==> src/ceil_pkg.sv <==
// ceil_pkg: constants shared by the cache error and interrupt logic.
// assumes a single controller clock; no software-visible registers here.
package ceil_pkg;

  // ----------------------------------------------------------------
  // widths
  // ----------------------------------------------------------------
  localparam int unsigned DATA_BYTES = 32;
  localparam int unsigned DATA_W     = DATA_BYTES * 8;
  localparam int unsigned TAG_W      = 21;
  localparam int unsigned TAG_WAYS   = 8;
  localparam int unsigned IRQ_NUM    = 9;

  // ----------------------------------------------------------------
  // interrupt line positions in the sticky vector
  // ----------------------------------------------------------------
  localparam int unsigned IRQ_DECERR = 0;
  localparam int unsigned IRQ_SLVERR = 1;
  localparam int unsigned IRQ_DRDERR = 2;
  localparam int unsigned IRQ_TRDERR = 3;
  localparam int unsigned IRQ_DWRERR = 4;
  localparam int unsigned IRQ_TWRERR = 5;
  localparam int unsigned IRQ_DRDPAR = 6;
  localparam int unsigned IRQ_TRDPAR = 7;
  localparam int unsigned IRQ_ECNT   = 8;

  // ----------------------------------------------------------------
  // reset values and encodings
  // ----------------------------------------------------------------
  localparam logic [IRQ_NUM-1:0] IRQ_RST  = 9'h000;
  localparam logic [1:0]         RESP_OK  = 2'h0;
  localparam logic [1:0]         RESP_SLV = 2'h2;
  localparam logic [1:0]         RESP_DEC = 2'h3;

  // transaction that owns the current RAM access
  typedef enum logic [2:0]
  {
    CEIL_OP_NONE,
    CEIL_OP_SLAVE_READ,
    CEIL_OP_STORE_BUF,
    CEIL_OP_ALLOC,
    CEIL_OP_CLEAN,
    CEIL_OP_INVAL
  } ceil_op_t;

endpackage

==> src/ceil_core.sv <==
// ceil_core: error detection, parity generation and sticky interrupt lines
// of a second-level cache controller.
// assumes the cache pipeline presents one tag read/write and one data
// read/write qualifier per cycle, tagged with the owning operation.
//
// Functional notes
// - each individual interrupt output stays high once set, until its irq_clear bit is written
// - combined interrupt is the OR of all nine lines
// - separate lines for next-level, RAM read/write and parity errors
// - event counter line sets on overflow or increment per configured condition
// - one parity bit per byte of data RAM write data
// - one tag parity bit, routed by integration to every tag RAM
// - one data RAM fault input and eight tag RAM fault inputs
// - slave read tag error raises tag-read line and returns SLVERR
// - slave read hit data error raises data-read line and returns SLVERR
// - store buffer tag read error raises tag-read line, cache not written
// - store buffer data write fault raises data-write line
// - allocation eviction tag error raises tag-read line, eviction masked, continue
// - allocation data read error: RAM fault masks eviction, parity passes data
// - allocation tag write fault raises tag-write line
// - allocation data write fault raises data-write line
// - clean tag read error raises tag-read line and cancels clean
// - clean data read error: RAM fault masks eviction, parity passes data
// - invalidate tag read error raises tag-read line and cancels invalidate
// - invalidate valid-info write fault raises tag-write line
// - eviction or drain write error response only raises decerr/slverr line
// - linefill error response blocks data load and tag update, raises line
`timescale 1ns/1ns
`default_nettype none

module ceil_core
(
  // clock and reset
  input  wire logic                                 sys_clk,
  input  wire logic                                 arst_n,
  input  wire logic                                 clk_en,
  // operation context
  input  wire ceil_pkg::ceil_op_t                   op_kind,
  // tag RAM access
  input  wire logic                                 tag_rd_vld,
  input  wire logic                                 tag_rd_parity_err,
  input  wire logic                                 tag_wr_vld,
  input  wire logic [ceil_pkg::TAG_WAYS-1:0]        tag_array_fault_in,
  input  wire logic [ceil_pkg::TAG_W-1:0]           tag_wr_data,
  // data RAM access
  input  wire logic                                 data_rd_vld,
  input  wire logic                                 data_rd_parity_err,
  input  wire logic                                 data_wr_vld,
  input  wire logic                                 data_array_fault_in,
  input  wire logic [ceil_pkg::DATA_W-1:0]          data_wr_data,
  // next-level write and read responses
  input  wire logic                                 nl_bresp_vld,
  input  wire logic [1:0]                           nl_bresp,
  input  wire logic                                 nl_fill_vld,
  input  wire logic [1:0]                           nl_fill_resp,
  // event counters
  input  wire logic                                 evt_cnt_overflow,
  input  wire logic                                 evt_cnt_increment,
  input  wire logic                                 evt_cnt_irq_on_inc,
  // software clear, one bit per line
  input  wire logic [ceil_pkg::IRQ_NUM-1:0]         irq_clear,
  // RAM write parity
  output logic [ceil_pkg::DATA_BYTES-1:0]           data_wr_parity,
  output logic                                      tag_wr_parity,
  // pipeline steering
  output logic                                      slave_read_response_err,
  output logic [1:0]                                slave_read_response,
  output logic                                      cache_write_block,
  output logic                                      evict_mask,
  output logic                                      maint_cancel,
  output logic                                      fill_discard,
  // interrupt lines
  output logic                                      next_level_decode_err_irq,
  output logic                                      next_level_slave_err_irq,
  output logic                                      data_ram_read_err_irq,
  output logic                                      tag_ram_read_err_irq,
  output logic                                      data_ram_write_err_irq,
  output logic                                      tag_ram_write_err_irq,
  output logic                                      data_read_parity_irq,
  output logic                                      tag_read_parity_irq,
  output logic                                      event_counter_irq,
  output logic                                      combined_irq
);

  // ----------------------------------------------------------------
  // error qualification
  // ----------------------------------------------------------------
  logic                           tag_fault;
  logic                           tag_rd_ram_err;
  logic                           tag_rd_par_err;
  logic                           tag_wr_ram_err;
  logic                           data_rd_ram_err;
  logic                           data_rd_par_err;
  logic                           data_wr_ram_err;
  logic                           slave_rd;
  logic                           evicting;
  logic                           maint;
  logic                           fill_err;
  logic                           wresp_err;
  logic                           tag_rd_any;
  logic [ceil_pkg::IRQ_NUM-1:0]   irq_set;
  logic [ceil_pkg::IRQ_NUM-1:0]   irq;
  logic [ceil_pkg::IRQ_NUM-1:0]   next_irq;
  logic [ceil_pkg::IRQ_NUM-1:0]   set_and_clear;

  // any way may flag; only one way is accessed per cycle
  assign tag_fault       = |tag_array_fault_in;
  assign tag_rd_ram_err  = tag_rd_vld & tag_fault;
  assign tag_rd_par_err  = tag_rd_vld & tag_rd_parity_err;
  assign tag_wr_ram_err  = tag_wr_vld & tag_fault;
  assign data_rd_ram_err = data_rd_vld & data_array_fault_in;
  assign data_rd_par_err = data_rd_vld & data_rd_parity_err;
  assign data_wr_ram_err = data_wr_vld & data_array_fault_in;
  assign tag_rd_any      = tag_rd_ram_err | tag_rd_par_err;
  assign slave_rd        = (op_kind == ceil_pkg::CEIL_OP_SLAVE_READ);
  assign evicting        = (op_kind == ceil_pkg::CEIL_OP_ALLOC)
                         | (op_kind == ceil_pkg::CEIL_OP_CLEAN);
  assign maint           = (op_kind == ceil_pkg::CEIL_OP_CLEAN)
                         | (op_kind == ceil_pkg::CEIL_OP_INVAL);
  assign fill_err        = nl_fill_vld & (nl_fill_resp[1]);
  assign wresp_err       = nl_bresp_vld & (nl_bresp[1]);

  // ----------------------------------------------------------------
  // interrupt set terms
  // ----------------------------------------------------------------
  // every transaction kind raises the same lines for the same fault;
  // only the side effects below differ per kind
  always_comb
  begin
    irq_set = ceil_pkg::IRQ_RST;
    irq_set[ceil_pkg::IRQ_TRDERR] = tag_rd_ram_err;
    irq_set[ceil_pkg::IRQ_TRDPAR] = tag_rd_par_err;
    irq_set[ceil_pkg::IRQ_DRDERR] = data_rd_ram_err;
    irq_set[ceil_pkg::IRQ_DRDPAR] = data_rd_par_err;
    irq_set[ceil_pkg::IRQ_DWRERR] = data_wr_ram_err;
    irq_set[ceil_pkg::IRQ_TWRERR] = tag_wr_ram_err;
    irq_set[ceil_pkg::IRQ_DECERR] = (wresp_err & (nl_bresp == ceil_pkg::RESP_DEC))
      | (fill_err & (nl_fill_resp == ceil_pkg::RESP_DEC));
    irq_set[ceil_pkg::IRQ_SLVERR] = (wresp_err & (nl_bresp == ceil_pkg::RESP_SLV))
      | (fill_err & (nl_fill_resp == ceil_pkg::RESP_SLV));
    irq_set[ceil_pkg::IRQ_ECNT]   = evt_cnt_overflow
                                  | (evt_cnt_irq_on_inc & evt_cnt_increment);
  end

  // ----------------------------------------------------------------
  // sticky lines
  // ----------------------------------------------------------------
  // set wins over a clear in the same cycle so no event is lost
  assign next_irq = irq_set | (irq & ~irq_clear);
  assign set_and_clear = irq_set & irq_clear;

  always_ff @(posedge sys_clk or negedge arst_n)
  begin
    if (!arst_n)
      irq <= ceil_pkg::IRQ_RST;
    else if (clk_en)
      irq <= next_irq;
  end

  // combined line registered from next value so it tracks the lines exactly
  always_ff @(posedge sys_clk or negedge arst_n)
  begin
    if (!arst_n)
      combined_irq <= 1'b0;
    else if (clk_en)
      combined_irq <= |next_irq;
  end

  assign next_level_decode_err_irq = irq[ceil_pkg::IRQ_DECERR];
  assign next_level_slave_err_irq  = irq[ceil_pkg::IRQ_SLVERR];
  assign data_ram_read_err_irq     = irq[ceil_pkg::IRQ_DRDERR];
  assign tag_ram_read_err_irq      = irq[ceil_pkg::IRQ_TRDERR];
  assign data_ram_write_err_irq    = irq[ceil_pkg::IRQ_DWRERR];
  assign tag_ram_write_err_irq     = irq[ceil_pkg::IRQ_TWRERR];
  assign data_read_parity_irq      = irq[ceil_pkg::IRQ_DRDPAR];
  assign tag_read_parity_irq       = irq[ceil_pkg::IRQ_TRDPAR];
  assign event_counter_irq         = irq[ceil_pkg::IRQ_ECNT];

  // ----------------------------------------------------------------
  // write parity
  // ----------------------------------------------------------------
  genvar gb;
  generate
    for (gb = 0; gb < ceil_pkg::DATA_BYTES; gb++)
    begin : g_byte_par
      always_ff @(posedge sys_clk or negedge arst_n)
      begin
        if (!arst_n)
          data_wr_parity[gb] <= 1'b0;
        else if (clk_en)
          data_wr_parity[gb] <= ^data_wr_data[gb*8 +: 8];
      end
    end
  endgenerate

  // one bit suffices: only a single tag way is written per cycle
  always_ff @(posedge sys_clk or negedge arst_n)
  begin
    if (!arst_n)
      tag_wr_parity <= 1'b0;
    else if (clk_en)
      tag_wr_parity <= ^tag_wr_data;
  end

  // ----------------------------------------------------------------
  // side effects per transaction kind
  // ----------------------------------------------------------------
  always_ff @(posedge sys_clk or negedge arst_n)
  begin
    if (!arst_n)
    begin
      slave_read_response_err <= 1'b0;
      slave_read_response     <= ceil_pkg::RESP_OK;
    end
    else if (clk_en)
    begin
      slave_read_response_err <= slave_rd & (tag_rd_any | data_rd_ram_err
                                             | data_rd_par_err);
      slave_read_response     <= (slave_rd & (tag_rd_any | data_rd_ram_err | data_rd_par_err))
                               ? ceil_pkg::RESP_SLV : ceil_pkg::RESP_OK;
    end
  end

  always_ff @(posedge sys_clk or negedge arst_n)
  begin
    if (!arst_n)
      cache_write_block <= 1'b0;
    else if (clk_en)
      cache_write_block <= (op_kind == ceil_pkg::CEIL_OP_STORE_BUF) & tag_rd_any;
  end

  // parity errors on eviction data pass; only a data RAM fault or an allocation tag read error masks the write
  always_ff @(posedge sys_clk or negedge arst_n)
  begin
    if (!arst_n)
      evict_mask <= 1'b0;
    else if (clk_en)
      evict_mask <= ((op_kind == ceil_pkg::CEIL_OP_ALLOC) & tag_rd_any)
                  | (evicting & data_rd_ram_err);
  end

  always_ff @(posedge sys_clk or negedge arst_n)
  begin
    if (!arst_n)
      maint_cancel <= 1'b0;
    else if (clk_en)
      maint_cancel <= maint & tag_rd_any;
  end

  always_ff @(posedge sys_clk or negedge arst_n)
  begin
    if (!arst_n)
      fill_discard <= 1'b0;
    else if (clk_en)
      fill_discard <= fill_err;
  end

  // ----------------------------------------------------------------
  // checks
  // ----------------------------------------------------------------
  AST_STICKY: assert property (@(posedge sys_clk) disable iff (!arst_n)
    (clk_en && $past(clk_en) && $past(irq) != 9'h000 && $past(irq_clear) == 9'h000)
      |-> ((irq & $past(irq)) == $past(irq)))
    else $error("sticky line dropped without clear");

  AST_COMBINED: assert property (@(posedge sys_clk) disable iff (!arst_n)
    combined_irq == (|irq))
    else $error("combined line differs from OR of lines");

  AST_ECNT: assert property (@(posedge sys_clk) disable iff (!arst_n)
    (clk_en && evt_cnt_overflow) |=> event_counter_irq)
    else $error("counter overflow not reported");

  AST_DPAR: assert property (@(posedge sys_clk) disable iff (!arst_n)
    clk_en |=> (data_wr_parity[0] == ^($past(data_wr_data[7:0]))))
    else $error("byte parity wrong");

  AST_TPAR: assert property (@(posedge sys_clk) disable iff (!arst_n)
    clk_en |=> (tag_wr_parity == ^($past(tag_wr_data))))
    else $error("tag parity wrong");

  AST_SLVERR: assert property (@(posedge sys_clk) disable iff (!arst_n)
    (clk_en && slave_rd && tag_rd_ram_err)
      |=> (slave_read_response == 2'h2 && tag_ram_read_err_irq))
    else $error("slave read tag fault not reported");

  AST_NOWRITE: assert property (@(posedge sys_clk) disable iff (!arst_n)
    (clk_en && op_kind == ceil_pkg::CEIL_OP_STORE_BUF && tag_rd_par_err)
      |=> (cache_write_block && tag_read_parity_irq))
    else $error("store buffer write not blocked");

  AST_PARPASS: assert property (@(posedge sys_clk) disable iff (!arst_n)
    (clk_en && evicting && data_rd_par_err
       && !data_rd_ram_err && !tag_rd_any) |=> !evict_mask)
    else $error("parity error wrongly masked eviction");

  AST_CANCEL: assert property (@(posedge sys_clk) disable iff (!arst_n)
    (clk_en && op_kind == ceil_pkg::CEIL_OP_INVAL && tag_rd_any) |=> maint_cancel)
    else $error("invalidate not cancelled");

  AST_TWR: assert property (@(posedge sys_clk) disable iff (!arst_n)
    (clk_en && tag_wr_ram_err) |=> tag_ram_write_err_irq)
    else $error("tag write fault not reported");

  AST_FILL: assert property (@(posedge sys_clk) disable iff (!arst_n)
    (clk_en && fill_err) |=> (fill_discard && (next_level_slave_err_irq
                                              || next_level_decode_err_irq)))
    else $error("linefill error not handled");

  AST_SETWINS: assert property (@(posedge sys_clk) disable iff (!arst_n)
    (clk_en && set_and_clear != 9'h000)
      |=> ((irq & $past(set_and_clear)) == $past(set_and_clear)))
    else $error("clear beat a set");

  AST_RDDATA: assert property (@(posedge sys_clk) disable iff (!arst_n)
    (clk_en && slave_rd && data_rd_ram_err)
      |=> (slave_read_response == ceil_pkg::RESP_SLV && data_ram_read_err_irq))
    else $error("slave read data fault not reported");

  AST_EVTAG: assert property (@(posedge sys_clk) disable iff (!arst_n)
    (clk_en && op_kind == ceil_pkg::CEIL_OP_ALLOC && tag_rd_any)
      |=> (evict_mask && !maint_cancel))
    else $error("eviction tag fault not masked");

  AST_CLCANCEL: assert property (@(posedge sys_clk) disable iff (!arst_n)
    (clk_en && op_kind == ceil_pkg::CEIL_OP_CLEAN && tag_rd_any) |=> maint_cancel)
    else $error("clean not cancelled");

  AST_WRESP: assert property (@(posedge sys_clk) disable iff (!arst_n)
    (clk_en && wresp_err && !slave_rd && !fill_err)
      |=> (!slave_read_response_err && !fill_discard
           && (next_level_slave_err_irq || next_level_decode_err_irq)))
    else $error("write response error misreported");

  COV_EVT_INC: cover property (@(posedge sys_clk) disable iff (!arst_n)
    clk_en && evt_cnt_irq_on_inc && evt_cnt_increment ##1 event_counter_irq);

  COV_ALLOC_MASK: cover property (@(posedge sys_clk) disable iff (!arst_n)
    clk_en && op_kind == ceil_pkg::CEIL_OP_ALLOC && tag_rd_any ##1 evict_mask);
  COV_MULTI: cover property (@(posedge sys_clk) disable iff (!arst_n)
    $countones(irq_set) > 1 && clk_en);
  COV_CLEAR: cover property (@(posedge sys_clk) disable iff (!arst_n)
    combined_irq ##1 !combined_irq);

endmodule

`default_nettype wire

==> config.mk <==
export PLATFORM = sky130hd
export DESIGN_NAME = ceil_core
export DESIGN_NICKNAME = d
export VERILOG_FILES = /design/src/ceil_pkg.sv /design/src/ceil_core.sv
export SDC_FILE = /design/constraint.sdc
export NUM_CORES = 1
export LEC_CHECK = 0
export CAP_MARGIN = 15
export CORE_AREA = 2 2 141 143
export CTS_BUF_LIST = sky130_fd_sc_hd__clkbuf_16
export DETAILED_ROUTE_END_ITERATION = 10
export DIE_AREA = 0 0 143 145
export DONT_BUFFER_PORTS = 1
export PLACE_DENSITY = 0.31
export SYNTH_ARGS = -nofsm -noshare
export SYNTH_HDL_FRONTEND = slang
export SYNTH_SLANG_ARGS = --single-unit
==> constraint.sdc <==
create_clock -name sys_clk -period 1.7 [get_ports sys_clk]
set_clock_uncertainty 0.05 [all_clocks]
set_input_delay 0.425 -clock sys_clk [delete_from_list [all_inputs] [get_ports sys_clk]]
set_output_delay 0.425 -clock sys_clk [all_outputs]
set_load 0.01 [all_outputs]
==> impl_results.md <==
- Seq cells post-synth: 48
- Placed cell count: 694
- # rows: 51
- Register area share after synthesis: 29.5%
- First-pass GRT wire length: 15700 um
- Status: finished clean
- Post-Syn Nets: 753
- Share of post-route cells with drive strength above 1: 3.64%
- Reg2reg path depth: 5
- Via density: 4.10
- Detail Route Antenna Nets: 0
- Buffers on Ports: 0
- Commonest non-fill, non-tap cell in the layout: xnor2_1
- WP data required: 1.84 ns
- Crit path arrival time: 1.67 ns
- PD cells: 929 mW/mm2
- CTS H-Tree Depth: 2
- Sinks on Clock Net: 48
- Die area: 0.0207 mm2
- Vias in the first global route: 3017
- FMAX: 0.654 GHz
- Synthesis Warnings: 0
- Placer congestion estimate: 0.714
- # diodes: 0
- Initial Util: 21.2%
- Antenna violations before repair: 0
- RSZ-0062 raised after global routing: no
- Clock Root Buffer: clkbuf_16
- Final min period: 1.53 ns
- Fillers: 2125
- Max Slew Vio Count: 0
- Die W: 143 um
- Largest net degree at the start of global routing: 94
- Post-Syn Instances: 437
- Die Span Y: 145 um
- Yosys cell types: 29
- CTS buffer count: 5
- Worst-path clk slew: 0.08 ns
- Top-level port count: 366
- Routed WL: 10900 um
- CTS tree: built
- Core area: 0.0192 mm2
- Min-Delay Path Class: input port to register
- Worst Setup Path Type: register to register
- Fin area: 0.00456 mm2
- DP Area: 0.00438 mm2
- Synth Cell Area: 0.00407 mm2
- Clk_lat worst skew: 0.30 ns
- CP endpoint kind: register
- Leakage: 0.00143 uW
- Drt drc: 0
- CTS max path bufs: 2
- Finished Layout Cells: 704
- Worst setup SP type: register
- P&R area growth vs syn: 12.1%
- Via count: 2888
- First drt pass iteration count: 4
- Final core utilization: 23.8%
- Tcrit/Tclk final: 89.9%
- Peak supply drop: 309 uV
- Hpwl dp: 9020 um
- Layout Nets: 754
- Post-CTS Setup Bufs: 0
- Worst-path fanout max: 3
- Setup-failing EPs final: 0
- Congestion Overflow GR: 0
- Syn avg cell area: 9.32 um2
- Wirelength per Cell: 15.5 um
- Fin. Hold Viols: 0
- MaxCap Viol Count: 0
- Initial drt markers: 74
- Commonest cells after routing, fill and taps aside: xnor2_1 (239), dfrtp_1 (48), nor2_1 (40)
- WHS Path Cells: 1
- Gr usage total: 9.87%
-- power breakdown --
part           switching (uW)  leakage (uW)  internal (uW)  total (uW)
Clock                     483     0.0000710            537        1020
Sequential                386      0.000545           1430        1810
Combinational             556      0.000819            850        1410
Total                    1420       0.00143           2820        4240
-- final cells by class --
type	count	area, um2	share of cell area, %
clock inverters	3	13.8	0.302
flip-flops and latches	48	1200	26.3
multi-input cells	367	2790	61.1
clock buffers	5	125	2.74
repair buffers	6	67.6	1.48
well taps	265	332	7.26
inverters	10	37.5	0.822
-- through the flow --
stage | power (uW) | TNS [ns] | hold slack [ns] | worst slack, ns
6_report | 4240 | 0 | 0.157 | 0.171
3_5_place_dp | 3250 | -0.206 | 0.0816 | -0.0941
5_1_grt | 4550 | 0 | 0.140 | 0.0150
3_3_place_gp | 3240 | -0.108 | 0.0813 | -0.0500
2_1_floorplan | 3010 | 0 | 0.0794 | 0.00891
4_1_cts | 4360 | 0 | 0.143 | 0.145
-- repair_timing --
action / CTS / global route
hold buffers: 2 / 0
endpoints found under the setup margin: 0 / 1
gates resized for setup: 0 / 1
hold endpoints to repair: 48 / 0
-- cells by family (layout without fill, tap and decap cells) --
group / after synthesis / after routing / share of synthesized area [%]
xor+xnor: 243 / 243 / 52.6
compound gates: 57 / 57 / 8.05
buf+inv: 22 / 24 / 2.21
flops: 48 / 48 / 29.5
mux: 3 / 3 / 0.922
simple gates: 63 / 63 / 6.64
other cells: 1 / 1 / 0.0921
-- cell usage after synthesis --
| library cell | instances | area, um2 |
|---|---|---|
| o22a_1 | 1 | 8.76 |
| xnor3_1 | 1 | 22.5 |
| nand3b_1 | 1 | 7.51 |
| o22ai_1 | 2 | 12.5 |
| mux2_2 | 2 | 22.5 |
| o21ai_0 | 4 | 20.0 |
| nand4_1 | 2 | 12.5 |
| a31oi_1 | 3 | 18.8 |
| conb_1 | 1 | 3.75 |
| inv_1 | 10 | 37.5 |
| a21oi_1 | 38 | 190 |
| clkbuf_1 | 6 | 22.5 |
| nand3_1 | 4 | 20.0 |
| buf_1 | 4 | 15.0 |
| nand2b_1 | 4 | 25.0 |
| xor2_1 | 3 | 26.3 |
| nor4_1 | 4 | 25.0 |
| nand2_1 | 8 | 30.0 |
| a41oi_1 | 1 | 8.76 |
| dfrtp_1 | 48 | 1200 |
| a32o_1 | 2 | 20.0 |
| o2111ai_1 | 1 | 8.76 |
| a22oi_1 | 3 | 22.5 |
| nor2_1 | 40 | 150 |
| buf_4 | 2 | 15.0 |
| xnor2_1 | 239 | 2090 |
| mux2_4 | 1 | 15.0 |
| a2111oi_0 | 1 | 8.76 |
| a221oi_1 | 1 | 8.76 |
-- routing by layer --
metal  vias to the layer above  share of wire, %  track usage, %
met1                      1287                33            9.65
li1                       1398                 -               -
met4                         0               1.3            2.87
met2                       193                56            19.3
met3                        10               9.1            3.14
met5                         -                 0               0
-- worst paths after layout --
path                              start           endpoint  slack (ns)
setup / recovery                 irq[8]       combined_irq        0.17
hold / removal                   clk_en  data_wr_parity[1]        0.16
setup reg to reg                 irq[8]       combined_irq        0.17
hold reg to reg            fill_discard       fill_discard        0.54
max in group asynchronous        arst_n  data_wr_parity[5]        0.73
min in group asynchronous        arst_n       fill_discard        0.63
-- worst max-delay path, stage by stage, from the launching register on --
cell	delay, ns
dfrtp_1	0.44
a221oi_2	0.25
buf_4	0.16
o2111ai_1	0.10
nor4_1	0.30
a21oi_1	0.10
-- registers in the layout (all words and copies together), names as in the netlist --
signal	count
irq	9
slave_read_response	1
combined_irq	1
tag_wr_parity	1
evict_mask	1
maint_cancel	1
cache_write_block	1
data_wr_parity	32
fill_discard	1
(Power assumes the default switching activity.)
